`src/core/pdct_params.svh`:
```
// timing counts and reset values for the classification event tracker
// assumes a 250 MHz ref_clk; included by the tracker and its input filter
`ifndef PDCT_PARAMS_SVH
`define PDCT_PARAMS_SVH
`define PDCT_CLK_MHZ        250
`define PDCT_UV_FILT_US     10
`define PDCT_UV_FILT_CYC    (`PDCT_UV_FILT_US * `PDCT_CLK_MHZ)
`define PDCT_EVT_FILT_NS    200
`define PDCT_EVT_FILT_CYC   ((`PDCT_EVT_FILT_NS * `PDCT_CLK_MHZ) / 1000)
`define PDCT_FINGERS_NEEDED 2
`define PDCT_CNT_W          16
`define PDCT_IND_RESET      1'b1
`endif

```
`src/core/pdct_pkg.sv`:
```
// types shared by the classification event tracker files
package pdct_pkg;
   typedef enum logic [2:0] {
      PDCT_IDLE   = 3'b000,
      PDCT_FINGER = 3'b001,
      PDCT_MARK   = 3'b011,
      PDCT_DONE   = 3'b010,
      PDCT_FAIL   = 3'b110
   } pdct_state_e;
   typedef logic [1:0] pdct_cnt_t;
endpackage

```
`src/core/pdct_sync_if.sv`:
```
// carries qualified levels from the input filter to the tracker
// assumes one clock domain
`timescale 1ns/10ps
interface pdct_sync_if;
   logic uvlo_on;
   logic det_exit;
   logic cls;
   logic mark;
   logic rst_rng;
   modport src (output uvlo_on, det_exit, cls, mark, rst_rng);
   modport dst (input  uvlo_on, det_exit, cls, mark, rst_rng);
endinterface

```
`src/core/pdct_filter.sv`:
```
// synchronises and debounces one comparator level
// assumes asynchronous comparator output, ref_clk domain
`timescale 1ns/10ps
`include "pdct_params.svh"
module pdct_filter #(
   parameter int CYC = 4
) (
   input  wire logic ref_clk,
   input  wire logic rst,
   input  wire logic raw,
   output logic      q
);
   logic                  s1_reg;
   logic                  s2_reg;
   logic [`PDCT_CNT_W-1:0] cnt_reg;
   always_ff @(posedge ref_clk) begin
      s1_reg <= raw;
      s2_reg <= s1_reg;
   end
   // level must stand CYC cycles before it is believed
   always_ff @(posedge ref_clk) begin
      if (rst) begin
         cnt_reg <= 16'h0000;
         q       <= 1'b0;
      end else if (s2_reg == q) begin
         cnt_reg <= 16'h0000;
      end else if (cnt_reg >= CYC[`PDCT_CNT_W-1:0] - 16'h0001) begin
         cnt_reg <= 16'h0000;
         q       <= s2_reg;
      end else begin
         cnt_reg <= cnt_reg + 16'h0001;
      end
   end
endmodule

```
`src/core/pdct_tracker.sv`:
```
// PoE powered-device classification event tracker
// assumes raw comparator levels from the analog front end
//
// Contract
// - run above turn-on, stop below turn-off
// - filter turn-on/off decisions against brief drops
// - enable bias at detection-exit level
// - grant only after finger,mark,finger,mark
// - extra fingers give two-finger outcome
// - drive indicator low when granted and powered
// - otherwise leave indicator released
// - released when classification skipped
// - released after single-event classification
// - dropping into reset range invalidates the sequence
// - enter operating mode at turn-on, with or without handshake
`timescale 1ns/10ps
`include "pdct_params.svh"
module pdct_tracker
   import pdct_pkg::*;
(
   input  wire logic ref_clk,
   input  wire logic rst,
   input  wire logic uvlo_on_raw,
   input  wire logic det_exit_raw,
   input  wire logic class_range_raw,
   input  wire logic mark_range_raw,
   input  wire logic reset_range_raw,
   input  wire logic converter_power_good,
   output logic      operating,
   output logic      bias_enable,
   output logic      high_power_grant_indicator_n_o,
   output logic      high_power_grant_indicator_n_oe
);
   import pdct_pkg::*;

   pdct_sync_if sif ();
   pdct_state_e state_reg;
   pdct_cnt_t   fingers_reg;
   logic        pg_s1_reg;
   logic        pg_s2_reg;

   //////////////////////////////////////////////////////////////////////
   // input qualification; turn-on uses long filter, hysteresis is analog
   pdct_filter #(.CYC(`PDCT_UV_FILT_CYC)) u_uv (
      .ref_clk (ref_clk),
      .rst     (rst),
      .raw     (uvlo_on_raw),
      .q       (sif.uvlo_on)
   );
   pdct_filter #(.CYC(`PDCT_EVT_FILT_CYC)) u_det (
      .ref_clk (ref_clk),
      .rst     (rst),
      .raw     (det_exit_raw),
      .q       (sif.det_exit)
   );
   pdct_filter #(.CYC(`PDCT_EVT_FILT_CYC)) u_cls (
      .ref_clk (ref_clk),
      .rst     (rst),
      .raw     (class_range_raw),
      .q       (sif.cls)
   );
   pdct_filter #(.CYC(`PDCT_EVT_FILT_CYC)) u_mark (
      .ref_clk (ref_clk),
      .rst     (rst),
      .raw     (mark_range_raw),
      .q       (sif.mark)
   );
   pdct_filter #(.CYC(`PDCT_EVT_FILT_CYC)) u_rst (
      .ref_clk (ref_clk),
      .rst     (rst),
      .raw     (reset_range_raw),
      .q       (sif.rst_rng)
   );

   always_ff @(posedge ref_clk) begin
      pg_s1_reg <= converter_power_good;
      pg_s2_reg <= pg_s1_reg;
   end

   //////////////////////////////////////////////////////////////////////
   // supply gating
   always_ff @(posedge ref_clk) begin
      if (rst) begin
         operating   <= 1'b0;
         bias_enable <= 1'b0;
      end else begin
         operating   <= sif.uvlo_on;
         bias_enable <= sif.det_exit | sif.uvlo_on;
      end
   end

   //////////////////////////////////////////////////////////////////////
   // finger/mark sequence; settles to done or fail once operating, but reset range or loss of det exit still revokes it
   always_ff @(posedge ref_clk) begin
      if (rst || !sif.det_exit) begin
         state_reg   <= PDCT_IDLE;
         fingers_reg <= 2'h0;
      end else if (sif.rst_rng) begin
         state_reg   <= PDCT_FAIL;
         fingers_reg <= 2'h0;
      end else if (!sif.uvlo_on) begin
         case (state_reg)
            PDCT_IDLE, PDCT_MARK: begin
               if (sif.cls) begin
                  state_reg <= PDCT_FINGER;
               end
            end
            PDCT_FINGER: begin
               if (sif.mark) begin
                  state_reg <= PDCT_MARK;
                  if (fingers_reg != 2'h3) begin
                     fingers_reg <= fingers_reg + 2'h1;
                  end
               end
            end
            PDCT_DONE, PDCT_FAIL: begin
               state_reg <= state_reg;
            end
            default: begin
               state_reg <= PDCT_IDLE;
            end
         endcase
      end else if (state_reg == PDCT_MARK && fingers_reg >= 2'(`PDCT_FINGERS_NEEDED)) begin
         state_reg <= PDCT_DONE;
      end else if (state_reg != PDCT_DONE) begin
         state_reg <= PDCT_FAIL;
      end
   end

   //////////////////////////////////////////////////////////////////////
   // open-drain indicator: enable low means pin is pulled to converter ground
   always_ff @(posedge ref_clk) begin
      if (rst) begin
         high_power_grant_indicator_n_o  <= 1'b0;
         high_power_grant_indicator_n_oe <= `PDCT_IND_RESET;
      end else begin
         high_power_grant_indicator_n_o  <= 1'b0;
         // registered run state, so the grant can never lead operating
         high_power_grant_indicator_n_oe <=
            !(state_reg == PDCT_DONE && operating && pg_s2_reg);
      end
   end
endmodule

```
`config.mk`:
```
export PLATFORM = sky130hd
export DESIGN_NAME = pdct_tracker
export DESIGN_NICKNAME = d
export VERILOG_FILES = /design/src/core/pdct_pkg.sv /design/src/core/pdct_sync_if.sv /design/src/core/pdct_filter.sv /design/src/core/pdct_tracker.sv
export VERILOG_INCLUDE_DIRS = /design/src /design/src/core
export SDC_FILE = /design/constraint.sdc
export NUM_CORES = 1
export LEC_CHECK = 0
export ABC_AREA = 1
export BUFFER_PORTS_ARGS = -buffer_cell sky130_fd_sc_hd__buf_2
export CORE_MARGIN = 5
export CORE_UTILIZATION = 28
export CTS_BUF_LIST = sky130_fd_sc_hd__clkbuf_8
export DETAILED_ROUTE_END_ITERATION = 8
export GPL_ROUTABILITY_DRIVEN = 0
export HOLD_SLACK_MARGIN = 0.08
export SYNTH_ARGS = -nofsm -noshare
export SYNTH_HDL_FRONTEND = slang
export SYNTH_SLANG_ARGS = --single-unit
```
`constraint.sdc`:
```
create_clock -name ref_clk -period 1.1 [get_ports ref_clk]
set_input_delay 0.22 -clock ref_clk [delete_from_list [all_inputs] [get_ports ref_clk]]
set_output_delay 0.22 -clock ref_clk [all_outputs]
set_load 0.01 [all_outputs]
```
==> metrics list <==
- TritonCTS built the clock tree.
- Global route total overflow: 0
- Global-route wire length before repair: 10400 µm
* Met3 track demand over resource in global routing: 0.0193
- Entering global routing, the biggest net connects 18 pins.
- The worst register-to-register path begins at u_uv.cnt_reg[1].
* Final count of negative-setup-slack endpoints: between 40 and 50
- The internal portion of the total power is around 5.2 mW.
- Instance area after placement: 4330 µm²
- The synthesized netlist contains 31 unique library cells.
- Final nets: between 500 and 600
- Reg2reg path depth: 7
* Post-Place Cells: between 600 and 700
* Worst min-delay path startpoint: rst
- Total track usage: 0.0790
* Fin crit period: approximately 1.2 ns
- Once routing completed, OpenROAD measured the worst setup slack at -0.126 ns.
- For met1 alone, demand over resource in global routing was 0.0813.
* H-tree levels: 3
* Status: complete, but fails checks
- The share of the Yosys chip area taken by registers is 0.574.
- Fin area: roughly 5200 µm²
- Register-to-Register Setup Slack: -0.13 ns
- CP max stage cell: sky130_fd_sc_hd__dfxtp_2
- After filler insertion, the fill cell instance count of the layout stands at roughly 1300.
* Endpoint type of the worst setup path: flop
- Area of the die: ~15000 µm²
- Unrepaired setup endpoints after global routing: true
- Antenna viol nets, final: 0
* Max Buffers Root-to-Sink: 2
* Total inserted antenna cells: 0
- Maximum frequency from static timing analysis: roughly 0.82 GHz
* Detail-routed via count per cell: 3.95
- Power density relative to cell area: around 1300 nW/µm²
- Area Overhead vs Synth: 41.0%
* Largest fanout on the critical path: 6
- Grouping stages by cell kind, the critical path spends the most delay in simple AND/OR/NAND/NOR gates.
- At the worst endpoint, the arrival time is 1.53 ns.
* Reg-to-reg endpoint: u_uv.cnt_reg[7]
- The via count of the first global-routing pass came to 2640.
- Final clock period utilization by the worst path: 1.11
- Registers take approximately 2200 µm².
* Synthesis Warnings: 0
- Number of standard cells after synthesis: just under 400
* Number of antenna violations at the first check in global routing: 0
- CP Class: flop to flop
* Switching share of power: 0.224
* Number of remaining DRC errors: 0
- Vert. Die Dim: ~120 µm
* Cell-by-cell listing of the critical path: ha_4 > nor2_4 > nand4_1 > nand3_2 > nand4_4 > buf_6 > a21oi_2
- Startpoint types: flop
- At the later pin of the worst-skew pair, clock insertion delay measures between 0.3 and 0.4 ns.
- On the final layout, the worst hold slack is ~0.2 ns.
- Leakage: roughly 2.0 nW
- Number of placed I/O pins: 12
- Worst min-delay path class: primary input to flop
- Max-capacitance violation count: 0
* End point of the most critical hold path: state_reg[1]
- Total length of routed wires: between 6000 and 7000 µm
- Area of the placeable core: about 13000 µm²
- Slowest cell delay on critical path: 0.34 ns
* Met2 global-route usage: 0.149
* Number of sinks handled by clock tree synthesis: about 110
* Combined buffer and inverter count along the critical path: 1
* Fraction of final layout cells with drive strength greater than 1: 0.389
- Final HPWL from detailed placement: slightly above 4000 µm
* Required time of the critical path: between 1 and 1.5 ns
- TritonCTS buffer count: 9
- Clock slew at reported path FFs: about 0.1 ns
- The checks that failed: negative setup slack.
- Clock skew on the completed layout was measured at approximately 0.0085 ns.
- VDD sags by at most between 700 and 800 µV.
* Total number of vias: around 2700
- In this run the tool buffered the top-level ports with 10 buffer cells.
* Peak-usage layer in the global routing report: met2
- Counting flops and latches in the post-synthesis netlist gives roughly 110.
- Hold path cells: 4
- The share of total power dissipated in combinational logic is 0.042.
- Power after layout: around 6.6 mW
- Iter 0 DRT Violations: 62
* Flop pwr share: 0.597
- Clock network power share: 0.360
- The number of hold-slack violations in the final timing report came to 0.
- Switching power total: about 1.5 mW
* Footprint of the multi-input gates: roughly 2000 µm²
- The root buffer cell chosen for the clock tree is sky130_fd_sc_hd__clkbuf_8.
* Post-synthesis instance area: approximately 3700 µm²
* Total number of placement rows: between 40 and 50
* Non-Filler Instances: a little under 700
* Effective utilization at floorplan: 0.288
- Number of pins exceeding their max-slew limit in the final report: 0
- Die Wd: between 100 and 150 µm
* Average routed wire per standard cell: approximately 9 µm
- Number of search-and-repair iterations in the first detailed-routing pass: 4
* Average instance area after synthesis: 9.20 µm²
==> what timing repair did <==
item,CTS,global route
pin swaps,21,25
setup endpoints to repair,47,47
hold buffers,6,0
hold endpoints to repair,6,0
buffers inserted,4,4
gates resized for setup,75,72
==> kinds of logic (layout without fill, tap and decap cells) <==
family          count (synthesis)  count (layout)  share of synthesized area
other cells                     1              45                    0.00102
fa+ha+maj                      15              15                     0.0513
buf+inv                        44             111                     0.0482
simple gates                  185             185                      0.237
compound gates                 31              31                     0.0479
flops                         105             105                      0.574
xor+xnor                       17              17                     0.0407
==> cells in the final DEF (no fill, tap or decap), drive strengths merged, types with 3 or more instances in the layout <==
cell,instances
a21oi,16
buf,47
clkbuf,10
clkinvlp,3
conb,45
dfxtp,105
dlygate4sd3,6
ha,15
inv,43
nand2,48
nand3,30
nand4,7
nor2,90
nor3,5
o21ai,11
or2,3
xnor2,7
xor2,10
==> worst register-to-register path, stage by stage (launching register included) <==
cell and delay, ns:
sky130_fd_sc_hd__dfxtp_2 0.34, sky130_fd_sc_hd__ha_4 0.17, sky130_fd_sc_hd__nor2_4 0.07, sky130_fd_sc_hd__nand4_1 0.10, sky130_fd_sc_hd__nand3_2 0.13, sky130_fd_sc_hd__nand4_4 0.09
sky130_fd_sc_hd__buf_6 0.16, sky130_fd_sc_hd__a21oi_2 0.10
==> cell type report <==
cell class,instances,share of cell area
clock buffer,10,0.0267
clock inverter,6,0.0129
inverter,42,0.0320
multi-input combinational,293,0.390
sequential,105,0.417
tap,172,0.0417
timing repair buffer,53,0.0796
==> power by group through the flow <==
stage	logic [mW]	clock network (mW)	registers (mW)
after floorplan	0.141	0	4.06
after global placement	0.212	0	4.06
final	0.279	2.39	3.97
after global routing	0.317	2.62	3.98
after detailed placement	0.215	0	4.07
after CTS	0.251	2.49	3.97
==> worst max path at each step <==
stage | from | endpoint | cells after the start
3_5_place_dp | u_cls.cnt_reg[1] | u_cls.cnt_reg[3] | 9
3_3_place_gp | u_uv.cnt_reg[1] | u_uv.cnt_reg[11] | 7
6_report | u_uv.cnt_reg[1] | u_uv.cnt_reg[7] | 7
4_1_cts | u_uv.cnt_reg[0] | u_uv.cnt_reg[7] | 7
5_1_grt | u_uv.cnt_reg[1] | u_uv.q | 9
2_1_floorplan | u_uv.cnt_reg[0] | u_uv.cnt_reg[1] | 7
==> cells in the mapped netlist (all sizes together) <==
| library cell | number | area (µm²) |
|---|---|---|
| inv | 42 | 158 |
| or2 | 3 | 18.8 |
| and2 | 1 | 6.26 |
| buf | 2 | 18.8 |
| nand3 | 30 | 165 |
| o21ai | 11 | 55.1 |
| xnor2 | 7 | 61.3 |
| ha | 15 | 188 |
| o211ai | 1 | 7.51 |
| nand3b | 1 | 7.51 |
| nor2 | 90 | 373 |
| nand2 | 48 | 188 |
| a211oi | 1 | 7.51 |
| conb | 1 | 3.75 |
| xor2 | 10 | 87.6 |
| a21oi | 16 | 83.8 |
| nand4 | 7 | 62.6 |
| o2111ai | 1 | 15.0 |
| o22ai | 1 | 6.26 |
| nor3 | 5 | 45.0 |
| dfxtp | 105 | 2100 |
==> metrics by stage <==
step	worst slack (ns)	TNS [ns]	utilization
after floorplan	-0.0221	-0.168	-
after global placement	-0.0782	-1.76	0.341
after detailed placement	-0.138	-3.36	0.341
after CTS	-0.0996	-2.12	0.384
after global routing	-0.198	-5.83	0.405
final	-0.126	-2.51	0.405
==> metal layers <==
metal  part of all wire  wire, µm  vias to the layer above
met1               0.43      2610                     1227
met5                  0         0                        -
met4              0.018       110                        0
met3              0.027       163                       16
li1                   -         -                     1426
met2               0.52      3120                       23
Note: power is estimated with default switching activity, not from simulation.
